--- src/buckboost_seq_map.svh ---
// Register offsets, field positions, reset values and timing counts
`ifndef BUCKBOOST_SEQ_MAP_SVH
`define BUCKBOOST_SEQ_MAP_SVH
`define BBS_ADDR_W 8
`define BBS_ADDR_CTRL 8'h00
`define BBS_ADDR_STATUS 8'h04
`define BBS_ADDR_EVENTS 8'h08
`define BBS_ADDR_PEAKCAP 8'h0c
`define BBS_CTRL_RUN_BIT 0
`define BBS_CTRL_RESET 1'b1
`define BBS_EVT_OCP_BIT 0
`define BBS_EVT_TSD_BIT 1
`define BBS_EVT_FLT_BIT 2
`define BBS_EVT_W 3
`define BBS_ST_STATE_LSB 0
`define BBS_ST_AUXOFF_BIT 2
`define BBS_ST_NEGLIM_BIT 3
`define BBS_ST_CFGVALID_BIT 4
`define BBS_ST_PIN_BIT 5
`define BBS_ST_CFG_LSB 8
`define BBS_CFG_W 4
`define BBS_CFG_HICCUP_BIT 1
`define BBS_CFG_LIMIT_BIT 2
`define BBS_HICCUP_ON_CYCLES 1024
`define BBS_HICCUP_OFF_CYCLES 4096
`define BBS_DEGLITCH_CYCLES 8
`define BBS_PEAK_W 8
`endif

--- src/buckboost_seq_pkg.sv ---
// Types shared by the start-up and protection sequencer
package buckboost_seq_pkg;
  typedef enum logic [1:0] {
    ST_IDLE,
    ST_RAMP,
    ST_RUN,
    ST_HICCUP
  } seq_state_t;
endpackage

--- src/pin_sync3.sv ---
// Three-stage synchroniser that accepts a change once stages two and three agree
`timescale 1ns/1ps
`default_nettype none
module pin_sync3 #(
  parameter int WIDTH = 1
)(
  input wire logic mclk, // Clock
  input wire logic arst_n, // Async reset, low
  input wire logic ce, // Clock enable
  input wire logic [WIDTH-1:0] pinIn, // Asynchronous inputs
  output logic [WIDTH-1:0] syncOut // Accepted levels
);
  logic [WIDTH-1:0] stage1Reg;
  logic [WIDTH-1:0] stage2Reg;
  logic [WIDTH-1:0] stage3Reg;

  if (WIDTH < 1) begin : g_chk
    $error("pin_sync3: WIDTH must be at least 1");
  end

  always_ff @(posedge mclk or negedge arst_n) begin
    if (!arst_n) begin
      stage1Reg <= '0;
      stage2Reg <= '0;
      stage3Reg <= '0;
      syncOut <= '0;
    end else if (ce) begin
      stage1Reg <= pinIn;
      stage2Reg <= stage1Reg;
      stage3Reg <= stage2Reg;
      for (int i = 0; i < WIDTH; i++) begin
        if (stage2Reg[i] == stage3Reg[i]) begin
          syncOut[i] <= stage3Reg[i];
        end
      end
    end
  end
endmodule
`default_nettype wire

--- src/fault_deglitch.sv ---
// Per-source digital de-glitch filter for the fault output
`timescale 1ns/1ps
`default_nettype none
module fault_deglitch #(
  parameter int WIDTH = 1,
  parameter int STABLE_CYCLES = 8
)(
  input wire logic mclk, // Clock
  input wire logic arst_n, // Async reset, low
  input wire logic ce, // Clock enable
  input wire logic [WIDTH-1:0] rawIn, // Unfiltered fault sources
  output logic [WIDTH-1:0] cleanOut // Filtered fault sources
);
  localparam int CW = $clog2(STABLE_CYCLES + 1);
  localparam logic [CW-1:0] LAST = CW'(STABLE_CYCLES - 1);

  if (STABLE_CYCLES < 1) begin : g_chk
    $error("fault_deglitch: STABLE_CYCLES must be at least 1");
  end

  for (genvar g = 0; g < WIDTH; g++) begin : g_ch
    logic [CW-1:0] cnt_reg;
    // Output flips only after the input held its new level long enough
    always_ff @(posedge mclk or negedge arst_n) begin
      if (!arst_n) begin
        cnt_reg <= '0;
        cleanOut[g] <= 1'b0;
      end else if (ce) begin
        if (rawIn[g] == cleanOut[g]) begin
          cnt_reg <= '0;
        end else if (cnt_reg == LAST) begin
          cnt_reg <= '0;
          cleanOut[g] <= rawIn[g];
        end else begin
          cnt_reg <= cnt_reg + CW'(1);
        end
      end
    end
  end
endmodule
`default_nettype wire

--- src/buckboost_startup_protection_seq.sv ---
// Start-up, soft-start, hiccup and fault sequencing for a buck-boost controller
//
// Chosen here: the register addresses and the Wishbone register port.
`timescale 1ns/1ps
`default_nettype none
`include "buckboost_seq_map.svh"
// Function
// Ramp starts from zero, sets target
// Ramp above reference switches to internal reference
// Discharge ramp on disable, undervoltage, hiccup, overtemperature
// Latch monitor-tied-to-supply at start, disables amplifier
// Outside never retie monitor pin while running
// Outside holds sync low for negative limit
// Latch limit direction at window end
// Sync high or valid selects positive
// Lower peak limit while aux sense exceeds reference
// Hiccup stops converter after on-time of limiting
// Hiccup discharges ramp, output off for off-time
// After off-time restart through normal soft-start
// Hiccup timing restarts only after ramp finished
// Without hiccup keep cycle-by-cycle limiting
// Pull fault output low on any fault
// Release fault output when fault clears
// De-glitch fault sources, bounded reaction time
// Stop converter above thermal threshold
// Resume through state machine after cooling
// Peak overcurrent raises trip, stops, restarts
// Latch strap at power-up until enable/supply drop
// Hiccup on/off times are parameter counts
module buckboost_startup_protection_seq #(
  parameter int HICCUP_ON_CYCLES = `BBS_HICCUP_ON_CYCLES,
  parameter int HICCUP_OFF_CYCLES = `BBS_HICCUP_OFF_CYCLES,
  parameter int DEGLITCH_CYCLES = `BBS_DEGLITCH_CYCLES,
  parameter int PEAK_W = `BBS_PEAK_W
)(
  input wire logic mclk, // Clock, 250 MHz
  input wire logic arst_n, // Async reset, low
  input wire logic ce, // Clock enable
  input wire logic cyc_i, // Wishbone cycle
  input wire logic stb_i, // Wishbone strobe
  input wire logic we_i, // Wishbone write
  input wire logic [`BBS_ADDR_W-1:0] adr_i, // Wishbone byte address
  input wire logic [3:0] sel_i, // Wishbone byte selects
  input wire logic [31:0] dat_i, // Wishbone write data
  output logic ack_o, // Wishbone acknowledge
  output logic [31:0] dat_o, // Wishbone read data
  input wire logic enableUndervoltageInput, // Enable above threshold
  input wire logic vccOk, // Supply above undervoltage
  input wire logic rampAboveRef, // Ramp comparator above reference
  input wire logic currentMonitorTied, // Monitor pin tied to supply
  input wire logic syncLevel, // External frequency input level
  input wire logic syncValid, // Valid sync clock detected
  input wire logic auxSenseOverRef, // Aux sense above its reference
  input wire logic peakSenseLimit, // Peak sense a-b over limit
  input wire logic overTempHigh, // Die above shutdown threshold
  input wire logic powerGoodFail, // Feedback under power-good level
  input wire logic [`BBS_CFG_W-1:0] cfgStrap, // Configuration strap code
  input wire logic faultOutNIn, // Fault pin level seen
  output logic faultOutNOut, // Fault pin drive value
  output logic faultOutNOe, // Fault pin pull-down enable
  output logic rampCharge, // Ramp current source on
  output logic rampDischarge, // Ramp discharge switch on
  output logic useInternalRef, // Amplifier on internal reference
  output logic converterRun, // Power stage enabled
  output logic auxAmpOff, // Aux amplifier disabled
  output logic negCurrentLimit, // Negative limit direction
  output logic [PEAK_W-1:0] peakCapLevel, // Allowed peak current
  output logic overcurrentTrip, // Pulse on hiccup entry
  output logic overTemperatureStop, // Thermal stop active
  output logic [`BBS_CFG_W-1:0] cfgLatched // Latched strap code
);
  import buckboost_seq_pkg::*;

  localparam int ONW = $clog2(HICCUP_ON_CYCLES + 1);
  localparam int OFFW = $clog2(HICCUP_OFF_CYCLES + 1);
  localparam logic [ONW-1:0] ON_MAX = ONW'(HICCUP_ON_CYCLES);
  localparam logic [OFFW-1:0] OFF_LAST = OFFW'(HICCUP_OFF_CYCLES - 1);
  localparam logic [PEAK_W-1:0] PEAK_MAX = '1;
  localparam int NSYNC = 11 + `BBS_CFG_W;
  localparam int FAULT_OUTPUT_N = 3;

  if (HICCUP_ON_CYCLES < 1 || HICCUP_OFF_CYCLES < 1 || PEAK_W < 2) begin : g_chk
    $error("buckboost_startup_protection_seq: bad parameter value");
  end

  logic [NSYNC-1:0] syncBus;
  logic enS, vccS, rampS, monTiedS, syncS, syncValidS;
  logic auxOverS, peakS, hotS, pgFailS, pinS;
  logic [`BBS_CFG_W-1:0] strapS;
  seq_state_t state_reg, state_next;
  logic window_reg, sawHigh_reg, cfgValid_reg, runCtrl_reg;
  logic [ONW-1:0] onCnt_reg;
  logic [OFFW-1:0] offCnt_reg;
  logic [`BBS_EVT_W-1:0] events_reg;
  logic [FAULT_OUTPUT_N-1:0] faultRaw, faultClean;
  logic runOk, startGo, hiccupEn, limitMode, hiccupGo, wbReq, wbWrite;
  logic stopping, syncHighSeen;
  logic [`BBS_EVT_W-1:0] evtSet, evtClr;

  pin_sync3 #(.WIDTH(NSYNC)) u_sync (
    .mclk(mclk),
    .arst_n(arst_n),
    .ce(ce),
    .pinIn({faultOutNIn, cfgStrap, powerGoodFail, overTempHigh,
            peakSenseLimit, auxSenseOverRef, syncValid, syncLevel,
            currentMonitorTied, rampAboveRef, vccOk,
            enableUndervoltageInput}),
    .syncOut(syncBus)
  );
  assign {pinS, strapS, pgFailS, hotS, peakS, auxOverS, syncValidS, syncS,
          monTiedS, rampS, vccS, enS} = syncBus;

  assign runOk = enS && vccS && !hotS && runCtrl_reg;
  assign startGo = (state_reg == ST_IDLE) && runOk && window_reg;
  assign syncHighSeen = sawHigh_reg || syncS || syncValidS;
  assign hiccupEn = cfgLatched[`BBS_CFG_HICCUP_BIT];
  assign limitMode = cfgLatched[`BBS_CFG_LIMIT_BIT];
  // limiting past on-time, only with hiccup on
  assign hiccupGo = hiccupEn && peakS && (onCnt_reg == ON_MAX);
  assign stopping = !runOk;
  assign wbReq = cyc_i && stb_i;
  assign wbWrite = wbReq && we_i && ack_o;

  always_comb begin
    state_next = state_reg;
    unique case (state_reg)
      ST_IDLE: begin
        if (startGo) begin
          state_next = ST_RAMP;
        end
      end
      ST_RAMP: begin
        // any disable drops back and discharges
        if (stopping) begin
          state_next = ST_IDLE;
        // ramp past reference ends soft-start
        end else if (rampS) begin
          state_next = ST_RUN;
        end
      end
      ST_RUN: begin
        // thermal trip is one of the stop causes
        if (stopping) begin
          state_next = ST_IDLE;
        // overcurrent stops the converter
        end else if (hiccupGo) begin
          state_next = ST_HICCUP;
        end
      end
      ST_HICCUP: begin
        if (stopping) begin
          state_next = ST_IDLE;
        // off-time over, normal soft-start again
        end else if (offCnt_reg == OFF_LAST) begin
          state_next = ST_RAMP;
        end
      end
    endcase
  end

  // cooling lets the state machine restart
  always_ff @(posedge mclk or negedge arst_n) begin
    if (!arst_n) begin
      state_reg <= ST_IDLE;
    end else if (ce) begin
      state_reg <= state_next;
    end
  end

  // ramp charges from discharged zero
  always_ff @(posedge mclk or negedge arst_n) begin
    if (!arst_n) begin
      rampCharge <= 1'b0;
      rampDischarge <= 1'b1;
      useInternalRef <= 1'b0;
      converterRun <= 1'b0;
      overTemperatureStop <= 1'b0;
      overcurrentTrip <= 1'b0;
    end else if (ce) begin
      rampCharge <= (state_next == ST_RAMP);
      // hiccup keeps ramp discharged, output off
      rampDischarge <= (state_next == ST_IDLE) || (state_next == ST_HICCUP);
      useInternalRef <= (state_next == ST_RUN);
      converterRun <= (state_next == ST_RAMP) || (state_next == ST_RUN);
      overTemperatureStop <= hotS;
      overcurrentTrip <= (state_reg == ST_RUN) && (state_next == ST_HICCUP);
    end
  end

  // on-time counts only once the ramp finished
  always_ff @(posedge mclk or negedge arst_n) begin
    if (!arst_n) begin
      onCnt_reg <= '0;
    end else if (ce) begin
      if (state_next != ST_RUN || !peakS) begin
        onCnt_reg <= '0;
      end else if (onCnt_reg != ON_MAX) begin
        onCnt_reg <= onCnt_reg + ONW'(1);
      end
    end
  end

  // off-time counter starts as converter stops
  always_ff @(posedge mclk or negedge arst_n) begin
    if (!arst_n) begin
      offCnt_reg <= '0;
    end else if (ce) begin
      if (state_reg != ST_HICCUP) begin
        offCnt_reg <= '0;
      end else begin
        offCnt_reg <= offCnt_reg + OFFW'(1);
      end
    end
  end

  // window runs from enable until ramp start
  always_ff @(posedge mclk or negedge arst_n) begin
    if (!arst_n) begin
      window_reg <= 1'b0;
      sawHigh_reg <= 1'b0;
    end else if (ce) begin
      if (state_reg == ST_IDLE && runOk && !startGo) begin
        window_reg <= 1'b1;
        sawHigh_reg <= syncHighSeen;
      end else begin
        window_reg <= 1'b0;
        sawHigh_reg <= 1'b0;
      end
    end
  end

  // direction and monitor choice latched at window end
  always_ff @(posedge mclk or negedge arst_n) begin
    if (!arst_n) begin
      negCurrentLimit <= 1'b0;
      auxAmpOff <= 1'b0;
    end else if (ce && startGo) begin
      // any high or valid sync picks positive
      negCurrentLimit <= !syncHighSeen;
      // monitor tied to supply disables amplifier
      auxAmpOff <= monTiedS;
    end
  end

  // strap held until enable or supply falls
  always_ff @(posedge mclk or negedge arst_n) begin
    if (!arst_n) begin
      cfgValid_reg <= 1'b0;
      cfgLatched <= '0;
    end else if (ce) begin
      if (!enS || !vccS) begin
        cfgValid_reg <= 1'b0;
      end else if (!cfgValid_reg) begin
        cfgValid_reg <= 1'b1;
        cfgLatched <= strapS;
      end
    end
  end

  // step peak limit down while aux sense is over
  always_ff @(posedge mclk or negedge arst_n) begin
    if (!arst_n) begin
      peakCapLevel <= PEAK_MAX;
    end else if (ce) begin
      if (!limitMode || auxAmpOff || state_reg != ST_RUN) begin
        peakCapLevel <= PEAK_MAX;
      end else if (auxOverS && peakCapLevel != '0) begin
        peakCapLevel <= peakCapLevel - PEAK_W'(1);
      end else if (!auxOverS && peakCapLevel != PEAK_MAX) begin
        peakCapLevel <= peakCapLevel + PEAK_W'(1);
      end
    end
  end

  // Power-good is masked during soft-start
  assign faultRaw = {pgFailS && (state_reg == ST_RUN), hotS,
                     state_reg == ST_HICCUP};

  // each fault source passes its own filter
  fault_deglitch #(.WIDTH(FAULT_OUTPUT_N), .STABLE_CYCLES(DEGLITCH_CYCLES)) u_dgl (
    .mclk(mclk),
    .arst_n(arst_n),
    .ce(ce),
    .rawIn(faultRaw),
    .cleanOut(faultClean)
  );

  // any filtered fault pulls the pin low
  // released once all filtered faults clear
  always_ff @(posedge mclk or negedge arst_n) begin
    if (!arst_n) begin
      faultOutNOe <= 1'b0;
      faultOutNOut <= 1'b0;
    end else if (ce) begin
      faultOutNOe <= |faultClean;
      faultOutNOut <= 1'b0;
    end
  end

  // Software run enable
  always_ff @(posedge mclk or negedge arst_n) begin
    if (!arst_n) begin
      runCtrl_reg <= `BBS_CTRL_RESET;
    end else if (ce && wbWrite && adr_i == `BBS_ADDR_CTRL && sel_i[0]) begin
      runCtrl_reg <= dat_i[`BBS_CTRL_RUN_BIT];
    end
  end

  // Sticky events, write one to clear, set wins
  always_comb begin
    evtClr = '0;
    if (wbWrite && adr_i == `BBS_ADDR_EVENTS && sel_i[0]) begin
      evtClr = dat_i[`BBS_EVT_W-1:0];
    end
    evtSet = '0;
    evtSet[`BBS_EVT_OCP_BIT] = (state_reg == ST_RUN) && hiccupGo && runOk;
    evtSet[`BBS_EVT_TSD_BIT] = hotS;
    evtSet[`BBS_EVT_FLT_BIT] = |faultClean;
  end

  always_ff @(posedge mclk or negedge arst_n) begin
    if (!arst_n) begin
      events_reg <= '0;
    end else if (ce) begin
      events_reg <= (events_reg & ~evtClr) | evtSet;
    end
  end

  // Bus answer one cycle after request, unmapped reads zero
  always_ff @(posedge mclk or negedge arst_n) begin
    if (!arst_n) begin
      ack_o <= 1'b0;
      dat_o <= '0;
    end else if (ce) begin
      ack_o <= wbReq && !ack_o;
      if (wbReq && !ack_o) begin
        dat_o <= '0;
        unique case (adr_i)
          `BBS_ADDR_CTRL: dat_o[`BBS_CTRL_RUN_BIT] <= runCtrl_reg;
          `BBS_ADDR_STATUS: begin
            dat_o[`BBS_ST_STATE_LSB+:2] <= state_reg;
            dat_o[`BBS_ST_AUXOFF_BIT] <= auxAmpOff;
            dat_o[`BBS_ST_NEGLIM_BIT] <= negCurrentLimit;
            dat_o[`BBS_ST_CFGVALID_BIT] <= cfgValid_reg;
            dat_o[`BBS_ST_PIN_BIT] <= pinS;
            dat_o[`BBS_ST_CFG_LSB+:`BBS_CFG_W] <= cfgLatched;
          end
          `BBS_ADDR_EVENTS: dat_o[`BBS_EVT_W-1:0] <= events_reg;
          `BBS_ADDR_PEAKCAP: dat_o[PEAK_W-1:0] <= peakCapLevel;
          default: dat_o <= '0;
        endcase
      end
    end
  end
endmodule
`default_nettype wire

--- config.mk ---
export PLATFORM = sky130hd
export DESIGN_NAME = buckboost_startup_protection_seq
export DESIGN_NICKNAME = d
export VERILOG_FILES = /design/src/buckboost_seq_pkg.sv /design/src/pin_sync3.sv /design/src/fault_deglitch.sv /design/src/buckboost_startup_protection_seq.sv
export VERILOG_INCLUDE_DIRS = /design/src
export SDC_FILE = /design/constraint.sdc
export NUM_CORES = 1
export LEC_CHECK = 0
export ABC_AREA = 0
export BUFFER_PORTS_ARGS = -buffer_cell sky130_fd_sc_hd__buf_2
export CAP_MARGIN = 20
export CELL_PAD_IN_SITES_DETAIL_PLACEMENT = 1
export CELL_PAD_IN_SITES_GLOBAL_PLACEMENT = 1
export CORE_MARGIN = 8
export CORE_UTILIZATION = 44
export DETAILED_ROUTE_END_ITERATION = 8
export GPL_ROUTABILITY_DRIVEN = 0
export PLACE_DENSITY_LB_ADDON = 0.1
export REMOVE_ABC_BUFFERS = 1
export SLEW_MARGIN = 20
export SYNTH_ARGS = -nofsm -noshare
export SYNTH_HDL_FRONTEND = slang
export SYNTH_HIERARCHICAL = 1
export SYNTH_SLANG_ARGS = --single-unit
--- constraint.sdc ---
create_clock -name mclk -period 3.4 [get_ports mclk]
set_input_delay 0.51 -clock mclk [delete_from_list [all_inputs] [get_ports mclk]]
set_output_delay 0.51 -clock mclk [all_outputs]
set_load 0.01 [all_outputs]
==> qor.txt, run 1 <==
status -> complete, no violations
syn avg cell area -> 11.2 um^2
root buf cell -> clkbuf_16
Tmin final -> 2730 ps
Seq/Total Area, Yosys -> 51.0%
worst slew pin tran -> 672 ps
synth unique cells -> 60
Ant. Diodes -> 0
global route overflow -> 0
Post-synth EDFFs -> 0
core box area -> 15,700 um^2
Post-CTS Hold Fix Bufs -> 0
# IOs -> 120
clock buffer depth -> 2
FFs w/ async S/R, synth -> 100%
Hold Path Class -> in -> async
Post-Route Setup TNS -> 0 ps
YS warnings -> 6
worst hold slack -> 87.7 ps
mux share of post-synthesis cell area -> 11.4%
Final Cycle Share -> 80.2%
routed len/inst -> 17.6 um
pwr dens -> 596 nW/um^2
Yosys reg bits -> 142
P_sw -> 1.39 mW
final hold violations -> 0
simple-gate share of the synthesized area -> 13.8%
via count -> 4,971
Worst Path Arrival -> 3070 ps
top area cells in the synthesized netlist -> dfrtp_1, mux2_2, dfstp_2
gr usage total -> 17.1%
Worst Path Required -> 3750 ps
CTS sink count -> 142
max-slew violations -> 0
antenna viol nets, final -> 0
peak fanout along the critical path -> 7
clock skew -> 6.28 ps
xor-xnor portion of the synthesized cell area -> 3.10%
Final Util -> 51.2%
Total Routed Length -> 16,200 um
critical path capture point type -> register
clock slew seen by the registers of the worst setup and hold paths -> 60 ps
Netlist Area Pre-Place -> 6990 um^2
Max-Slew Margin vs Limit -> 55.2%
post-synthesis compound-gate area fraction -> 12.0%
Yosys top cell by area -> dfrtp_1
die width -> 142 um
CTS Buf Count -> 17
Area Growth Syn to Fin -> 15.1%
chip height -> 142 um
Die Area -> 20,200 um^2
Site Rows -> 46
initial antenna violation count -> 1
number of vias per cell -> 5.39
RSZ-0062 raised after global routing -> false
Starting Density -> 44.5%
adder-cell share of the synthesized area -> 2.97%
CTS tree -> yes
Final HPWL DP -> 11,300 um
Combinational Power Share -> 16.5%
post-synth top area share -> 47.3%
switching part of the total -> 28.9%
final net count -> 774
VDD IR-drop max -> 0.338 mV
Max Cap Violations -> 0
# DRC -> 0
setup repair bufs after CTS -> 0
largest family of logic cells by synthesized area -> simple AND/OR/NAND/NOR gates
H-tree Lvls -> 4
Worst-Skew Late Latency -> 420 ps
Pleak -> 3.63 nW
maximum clock frequency -> 367 MHz
Synth Flop Type -> dfrtp_1
vias in the first global route -> 5,406
Port Buffer Count -> 66
post_cts resized -> 0
DRT Pass-1 Iters -> 4
first-pass GRT wire length -> 27,500 um
cell internal pwr -> 3.41 mW
critical path class -> reg -> reg
largest net degree at the start of global routing -> 73
Worst setup SP type -> register
Iteration-0 DRC Markers -> 259
clock share of power -> 38.8%
share of cells above drive strength 1 -> 25.9%
Sequential Power Share -> 44.6%
Post-Synthesis Cells -> 623
setup violators final -> 0
final timing paths:
| kind | startpoint | end | slack (ps) | depth (start not counted) |
|---|---|---|---|---|
| min | arst_n | onCnt_reg[7] | 90 | 1 |
| max reg2reg | peakCapLevel[4] | peakCapLevel[7] | 670 | 9 |
| max in group asynchronous | arst_n | peakCapLevel[5] | 2460 | 2 |
| min reg2reg | dat_o[5] | dat_o[5] | 470 | 2 |
| min in group mclk | overTempHigh | u_sync/stage1Reg[8] | 320 | 2 |
| max | peakCapLevel[4] | peakCapLevel[7] | 670 | 9 |
stage by stage:
step | cell area, um^2 | total power [mW] | setup slack, ps | std cells
finish | 8050 | 4.79 | 674 | 922
global route | 8050 | 5.04 | 518 | 922
CTS | 8050 | 4.85 | 706 | 922
detailed placement | 7460 | 2.96 | 732 | 890
global placement | 7460 | 2.90 | 811 | 890
floorplan | 6780 | 2.64 | 1020 | 600
worst max-delay path: stages, from the launching register on:
cell,delay (ps)
dfstp_2,420
nor4_1,400
a21bo_2,260
inv_1,150
ha_1,310
a21oi_1,300
o2111ai_1,180
o211ai_1,200
xnor2_1,110
o311a_1,330
placed cells by master (no fill, tap or decap), types with 6 or more instances in the layout:
cell type,count
xor2_1,11
conb_1,21
or3_1,7
buf_4,8
mux2i_1,6
mux2_4,11
o2bb2ai_1,6
clkbuf_16,17
nand3_1,24
a21o_1,16
dfstp_2,10
inv_1,27
dfrtp_1,132
mux2_2,49
and3_1,6
o21ai_0,29
nor2_1,30
nor3_1,11
buf_2,64
a22o_1,20
a21oi_1,17
xnor2_1,10
nand4_1,15
nand2b_1,15
ha_1,15
nand2_1,46
cell usage after synthesis (16+ instances only):
| cell type | instances |
|---|---|
| nand3_1 | 24 |
| mux2_2 | 49 |
| inv_1 | 27 |
| a22o_1 | 20 |
| dfrtp_1 | 132 |
| o21ai_0 | 29 |
| nor2_1 | 30 |
| a21oi_1 | 17 |
| a21o_1 | 16 |
| buf_4 | 21 |
| nand2_1 | 46 |
power groups by stage:
stage                     combinational, mW  clock [mW]  sequential (mW)
after global placement                0.747           0             2.15
after floorplan                       0.545           0             2.10
after global routing                  0.887        1.98             2.18
after CTS                             0.800        1.91             2.14
after detailed placement              0.790           0             2.17
final                                 0.792        1.86             2.14
cells by family after synthesis:
| kind of cell | Yosys count |
|---|---|
| buf+inv | 70 |
| flops | 142 |
| xor+xnor | 23 |
| simple gates | 183 |
| compound gates | 121 |
| fa+ha+maj | 16 |
| mux | 67 |
| other cells | 1 |
routing by layer:
layer  GRT usage [%]  wire length, um  share of wire, %  vias to the layer above
met5               0               13             0.080                        -
met4            5.43              261               1.6                        2
met3            5.74              839               5.2                       19
met2            27.0             7780                48                       96
met1            21.6             7330                45                     2529
li1                -                -                 -                     2325
area by class of cell:
cell class / instances / area [um^2]
Clock inverter: 13 / 155
Clock buffer: 19 / 433
Fill cell: 1702 / 7670
Multi-Input combinational cell: 431 / 3110
Inverter: 27 / 101
Timing Repair Buffer: 74 / 412
Tap cell: 216 / 270
Sequential cell: 142 / 3570
(Power assumes the default switching activity.)
==> run 2, diff against run 1 <==
--- a/config.mk
+++ b/config.mk
@@ -6,13 +6,13 @@
 export SDC_FILE = /design/constraint.sdc
 export NUM_CORES = 1
 export LEC_CHECK = 0
-export ABC_AREA = 0
+export ABC_AREA = 1
 export BUFFER_PORTS_ARGS = -buffer_cell sky130_fd_sc_hd__buf_2
 export CAP_MARGIN = 20
 export CELL_PAD_IN_SITES_DETAIL_PLACEMENT = 1
 export CELL_PAD_IN_SITES_GLOBAL_PLACEMENT = 1
 export CORE_MARGIN = 8
-export CORE_UTILIZATION = 44
+export CORE_UTILIZATION = 42
 export DETAILED_ROUTE_END_ITERATION = 8
 export GPL_ROUTABILITY_DRIVEN = 0
 export PLACE_DENSITY_LB_ADDON = 0.1
==> constraint.sdc (replaced) <==
create_clock -name mclk -period 2.82 [get_ports mclk]
set_input_delay 0.423 -clock mclk [delete_from_list [all_inputs] [get_ports mclk]]
set_output_delay 0.423 -clock mclk [all_outputs]
set_load 0.01 [all_outputs]
==> run 2 against run 1 <==
Compared with the run above:
- synthesized area up 4.5%
- maximum frequency up 13%
- die area up 8.4%
- combinational power up 20%
- largest cell class unchanged
- first-iteration DRC count up 13%
==> qor.txt, run 2 <==
status -> complete, no violations
Area Growth Syn to Fin -> 14.9%
number of vias per cell -> 4.85
Die Area -> 21,900 um^2
Sequential cell area -> 3570 um^2
first-pass GRT wire length -> 30,600 um
Max-Slew Margin vs Limit -> 59.6%
Worst setup SP type -> register
multi-input combinational cell area -> 3030 um^2
Yosys reg bits -> 142
peak fanout along the critical path -> 10
synth unique cells -> 38
Synth top cells by count -> nand2_1, dfrtp_1, inv_1, nor2_1, o21ai_0
post-synth top area share -> 45.2%
final hold violations -> 0
Filler Cell Count -> 2,174
Worst Path Arrival -> 2750 ps
Overall Power -> 5.65 mW
vias in the first global route -> 6,291
CTS tree -> yes
RSZ-0062 raised after global routing -> false
max-slew violations -> 0
worst slew pin tran -> 607 ps
top area cells in the synthesized netlist -> dfrtp_1, nand2_1, inv_1
Tmin final -> 2410 ps
most frequent cells in the layout -> nand2_1, dfrtp_1, inv_1
Worst setup startpoint -> runCtrl_reg
clock buffer depth -> 2
antenna viol nets, final -> 0
routed len/inst -> 14.2 um
gr usage total -> 17.2%
Netlist Area Pre-Place -> 7310 um^2
initial antenna violation count -> 0
maximum clock frequency -> 415 MHz
via count -> 6,078
syn avg cell area -> 7.73 um^2
Final Cycle Share -> 85.4%
clock skew -> 8.55 ps
Seq/Total Area, Yosys -> 48.8%
Reg2Reg Launch Point -> runCtrl_reg
Setup crit end -> onCnt_reg[1]
Worst-Skew Late Latency -> 420 ps
setup violators final -> 0
Hold Path Class -> in -> reg
Post-synth EDFFs -> 0
CTS Buf Count -> 17
YS warnings -> 6
Post-Route Setup TNS -> 0 ps
chip height -> 148 um
largest net degree at the start of global routing -> 152
Total Routed Length -> 17,800 um
# IOs -> 120
Yosys top cell by area -> dfrtp_1
Port Buffer Count -> 66
root buf cell -> clkbuf_16
Worst Path Required -> 3160 ps
clock slew seen by the registers of the worst setup and hold paths -> 60 ps
# DRC -> 0
Synth Flop Type -> dfrtp_1
Site Rows -> 48
critical path capture point type -> register
Starting Density -> 42.5%
commonest non-fill, non-tap cell in the layout -> nand2_1
global route overflow -> 0
core box area -> 17,200 um^2
pwr dens -> 673 nW/um^2
FFs w/ async S/R, synth -> 100%
r2r endpoint -> onCnt_reg[1]
share of cells above drive strength 1 -> 13.7%
final net count -> 1,095
Final HPWL DP -> 12,600 um
most frequent cell after synthesis -> nand2_1
Max Cap Violations -> 0
Pleak -> 4.34 nW
Final Util -> 48.9%
die width -> 148 um
H-tree Lvls -> 4
DRT Pass-1 Iters -> 4
Iteration-0 DRC Markers -> 293
VDD IR-drop max -> 0.387 mV
reg-to-reg slack, setup -> 410 ps
Post-Synthesis Cells -> 945
Ant. Diodes -> 0
CTS sink count -> 142
reg2reg path depth -> 14
critical path class -> reg -> reg
[run 2: cell types whose count changed in the layout (fill, tap and decap cells not counted), moves of 16 or more]
cell / change
a21o_1: -16
a21oi_1: +19
a22o_1: -19
inv_1: +98
mux2_2: -49
nand2_1: +275
nand3_1: +26
nor2_1: +33
o21ai_0: +30
[run 2: final cells by class]
class,instances,share of cell area [%]
clock inverter,13,1.64
sequential,142,42.5
tap,225,3.35
clock buffer,19,5.28
inverter,132,5.93
timing repair buffer,73,5.14
multi-input combinational,648,36.2
[run 2: stage by stage]
stage	cell area, um^2	hold slack, ps	std cells	worst slack [ps]
global route	8390	201	1252	45.2
finish	8390	205	1252	411
CTS	8380	186	1252	324
detailed placement	7790	455	1219	341
floorplan	7090	127	922	691
global placement	7790	452	1219	377
[run 2: cell families after synthesis]
| group | Yosys count | synth area share, % |
|---|---|---|
| flops | 142 | 48.8 |
| compound gates | 124 | 9.20 |
| fa+ha+maj | 16 | 2.84 |
| buf+inv | 175 | 10.8 |
| simple gates | 477 | 27.1 |
| xor+xnor | 10 | 1.20 |
| other cells | 1 | 0.0513 |
[run 2: where the power goes]
part	total (mW)	switching [mW]	internal (mW)
logic	0.954	0.610	0.344
registers	2.47	0.198	2.28
clock network	2.22	0.895	1.33
total	5.65	1.70	3.95
[run 2: critical path, stage by stage (launching register included)]
cell	delay, ps
dfstp_2	530
inv_1	50
nor3_1	210
nand2_1	80
nor2_1	230
inv_1	70
nand2_1	140
inv_1	60
ha_1	210
nand2_1	140
nand2_1	130
nand2_4	180
buf_4	150
nand3_1	60
o21ai_1	80
[run 2: worst min-delay path by stage]
stage	start	endpoint	cells past startpoint	slack, ps
global route	enableUndervoltageInput	u_sync/stage1Reg[0]	3	200
global placement	rampDischarge	rampDischarge	2	450
detailed placement	arst_n	onCnt_reg[7]	1	460
finish	cfgStrap[0]	u_sync/stage1Reg[10]	3	200
CTS	cfgStrap[0]	u_sync/stage1Reg[10]	3	190
floorplan	arst_n	ack_o	0	130
[run 2: metal layers]
| metal | share of wire, % | routed length (um) | GRT usage [%] |
|---|---|---|---|
| met5 | 0 | 0 | 0 |
| met4 | 1.4 | 248 | 5.61 |
| met3 | 4.5 | 793 | 3.70 |
| met2 | 46 | 8090 | 28.1 |
| met1 | 49 | 8630 | 22.1 |
[run 2: timing repair]
item / in CTS / in global routing
endpoints found under the setup margin: 0 / 4
hold buffers: 1 / 0
setup buffers: 0 / 0
endpoints found under the hold margin: 8 / 0
resized for setup: 0 / 2
==> run 3, diff against run 2 <==
--- a/config.mk
+++ b/config.mk
@@ -16,7 +16,6 @@
 export DETAILED_ROUTE_END_ITERATION = 8
 export GPL_ROUTABILITY_DRIVEN = 0
 export PLACE_DENSITY_LB_ADDON = 0.1
-export REMOVE_ABC_BUFFERS = 1
 export SLEW_MARGIN = 20
 export SYNTH_ARGS = -nofsm -noshare
 export SYNTH_HDL_FRONTEND = slang
==> run 3 against run 2 <==
Compared with the run above:
- non-clock buffer count rose by 2
- power decreased by 2.7%
- cell count up 0.16%
- sequential share of layout area rose by 0.26 points
- clock power fell by 7%
- clock skew is 0.72 ps lower
- largest power group unchanged
- highest routed layer unchanged
==> qor.txt, run 3 (same netlist as run 2, synthesis figures left out) <==
status -> complete, no violations
setup violators final -> 0
initial antenna violation count -> 0
critical path class -> reg -> reg
worst slew pin tran -> 839 ps
RSZ-0062 raised after global routing -> false
clock slew seen by the registers of the worst setup and hold paths -> 60 ps
reg2reg path depth -> 12
antenna viol nets, final -> 0
clock buffer depth -> 2
setup repair bufs after CTS -> 0
Total Routed Length -> 17,800 um
CTS Buf Count -> 17
final hold violations -> 0
max-slew violations -> 0
Final Cycle Share -> 87.6%
most frequent cells in the layout -> nand2_1, dfrtp_1, inv_1
Worst Path Required -> 3160 ps
number of vias per cell -> 4.79
Hold Path Class -> in -> reg
clock skew -> 7.83 ps
critical path capture point type -> register
Pleak -> 4.31 nW
global route overflow -> 0
Worst setup SP type -> register
DRT Pass-1 Iters -> 4
Die Area -> 21,900 um^2
die width -> 148 um
Max-Slew Margin vs Limit -> 44.0%
Final HPWL DP -> 12,700 um
vias in the first global route -> 6,279
Post-Route Setup TNS -> 0 ps
# DRC -> 0
VDD IR-drop max -> 0.430 mV
via count -> 6,012
CTS sink count -> 142
Iteration-0 DRC Markers -> 211
first-pass GRT wire length -> 30,600 um
Site Rows -> 48
core box area -> 17,200 um^2
Ant. Diodes -> 0
Worst-Skew Late Latency -> 410 ps
maximum clock frequency -> 405 MHz
Tmin final -> 2470 ps
CTS tree -> yes
root buf cell -> clkbuf_16
share of cells above drive strength 1 -> 14.0%
WHS Path Cells -> 3
final net count -> 1,097
H-tree Lvls -> 4
commonest non-fill, non-tap cell in the layout -> nand2_1
largest net degree at the start of global routing -> 102
gr usage total -> 17.1%
# IOs -> 120
routed len/inst -> 14.2 um
Starting Density -> 42.5%
Worst Path Arrival -> 2810 ps
chip height -> 148 um
Port Buffer Count -> 66
Max Cap Violations -> 0
peak fanout along the critical path -> 6
Overall Power -> 5.50 mW
pwr dens -> 659 nW/um^2
Area Growth Syn to Fin -> 14.2%
==> run 3: cell types whose count changed in the layout (fill, tap and decap cells not counted), sizes merged <==
cell,before,now
inv,134,133
clkinvlp,3,6
bufinv,2,0
buf,72,74
==> run 3: per-stage QoR <==
step / utilization [%] / hold slack [ps] / setup WS (ps) / cells / instance area, um^2
floorplan: - / 127 / 748 / 965 / 7380
CTS: 48.5 / 187 / 303 / 1254 / 8340
global route: 48.6 / 198 / 8.70 / 1254 / 8340
finish: 48.6 / 210 / 349 / 1254 / 8340
detailed placement: 45.3 / 433 / 342 / 1221 / 7780
global placement: 45.3 / 428 / 411 / 1221 / 7780
==> run 3: power by group <==
part	leakage (nW)	internal, mW	switching (mW)
sequential	1.80	2.28	0.198
clock	0.254	1.17	0.891
combinational	2.26	0.345	0.620
total	4.31	3.79	1.71
==> run 3: what timing repair did <==
action	4_1_cts	5_1_grt
hold buffers	1	0
endpoints found under the hold margin	53	0
setup endpoints to repair	0	5
resized for setup	0	1
==> run 3: layout make-up <==
class / count / area (um^2)
Tap cell: 225 / 282
Sequential cell: 142 / 3570
Clock inverter: 13 / 91.3
Timing Repair Buffer: 75 / 422
Inverter: 132 / 498
Clock buffer: 19 / 453
Multi-Input combinational cell: 648 / 3030
Fill cell: 2161 / 8840
==> run 3: worst max-delay path, cell delays in order, from the launching register on <==
cell,delay [ps]
dfstp_2,400
nor2_1,140
nand2_1,110
o21ai_2,280
inv_1,210
ha_1,410
nand2_1,90
o21ai_0,320
nand2_1,130
nand3_1,90
nand3_1,100
nand2_2,100
o21ai_2,50
==> run 3: path summary, 6_finish.rpt <==
check,end,slack [ps],start
setup / recovery,peakCapLevel[6],350,peakCapLevel[3]
hold / removal,u_sync/stage1Reg[1],210,vccOk
setup reg to reg,peakCapLevel[6],350,peakCapLevel[3]
hold reg to reg,dat_o[1],470,dat_o[1]
max in group asynchronous,peakCapLevel[1],1480,arst_n
min in group asynchronous,onCnt_reg[5],550,arst_n
==> run 3: per-layer routing <==
layer | GRT usage (%) | part of all wire, % | vias to the layer above
met5 | 0 | 0 | -
met4 | 4.54 | 0.72 | 0
met3 | 4.56 | 3.9 | 8
met2 | 28.3 | 48 | 79
met1 | 21.8 | 48 | 2861
li1 | - | - | 3064
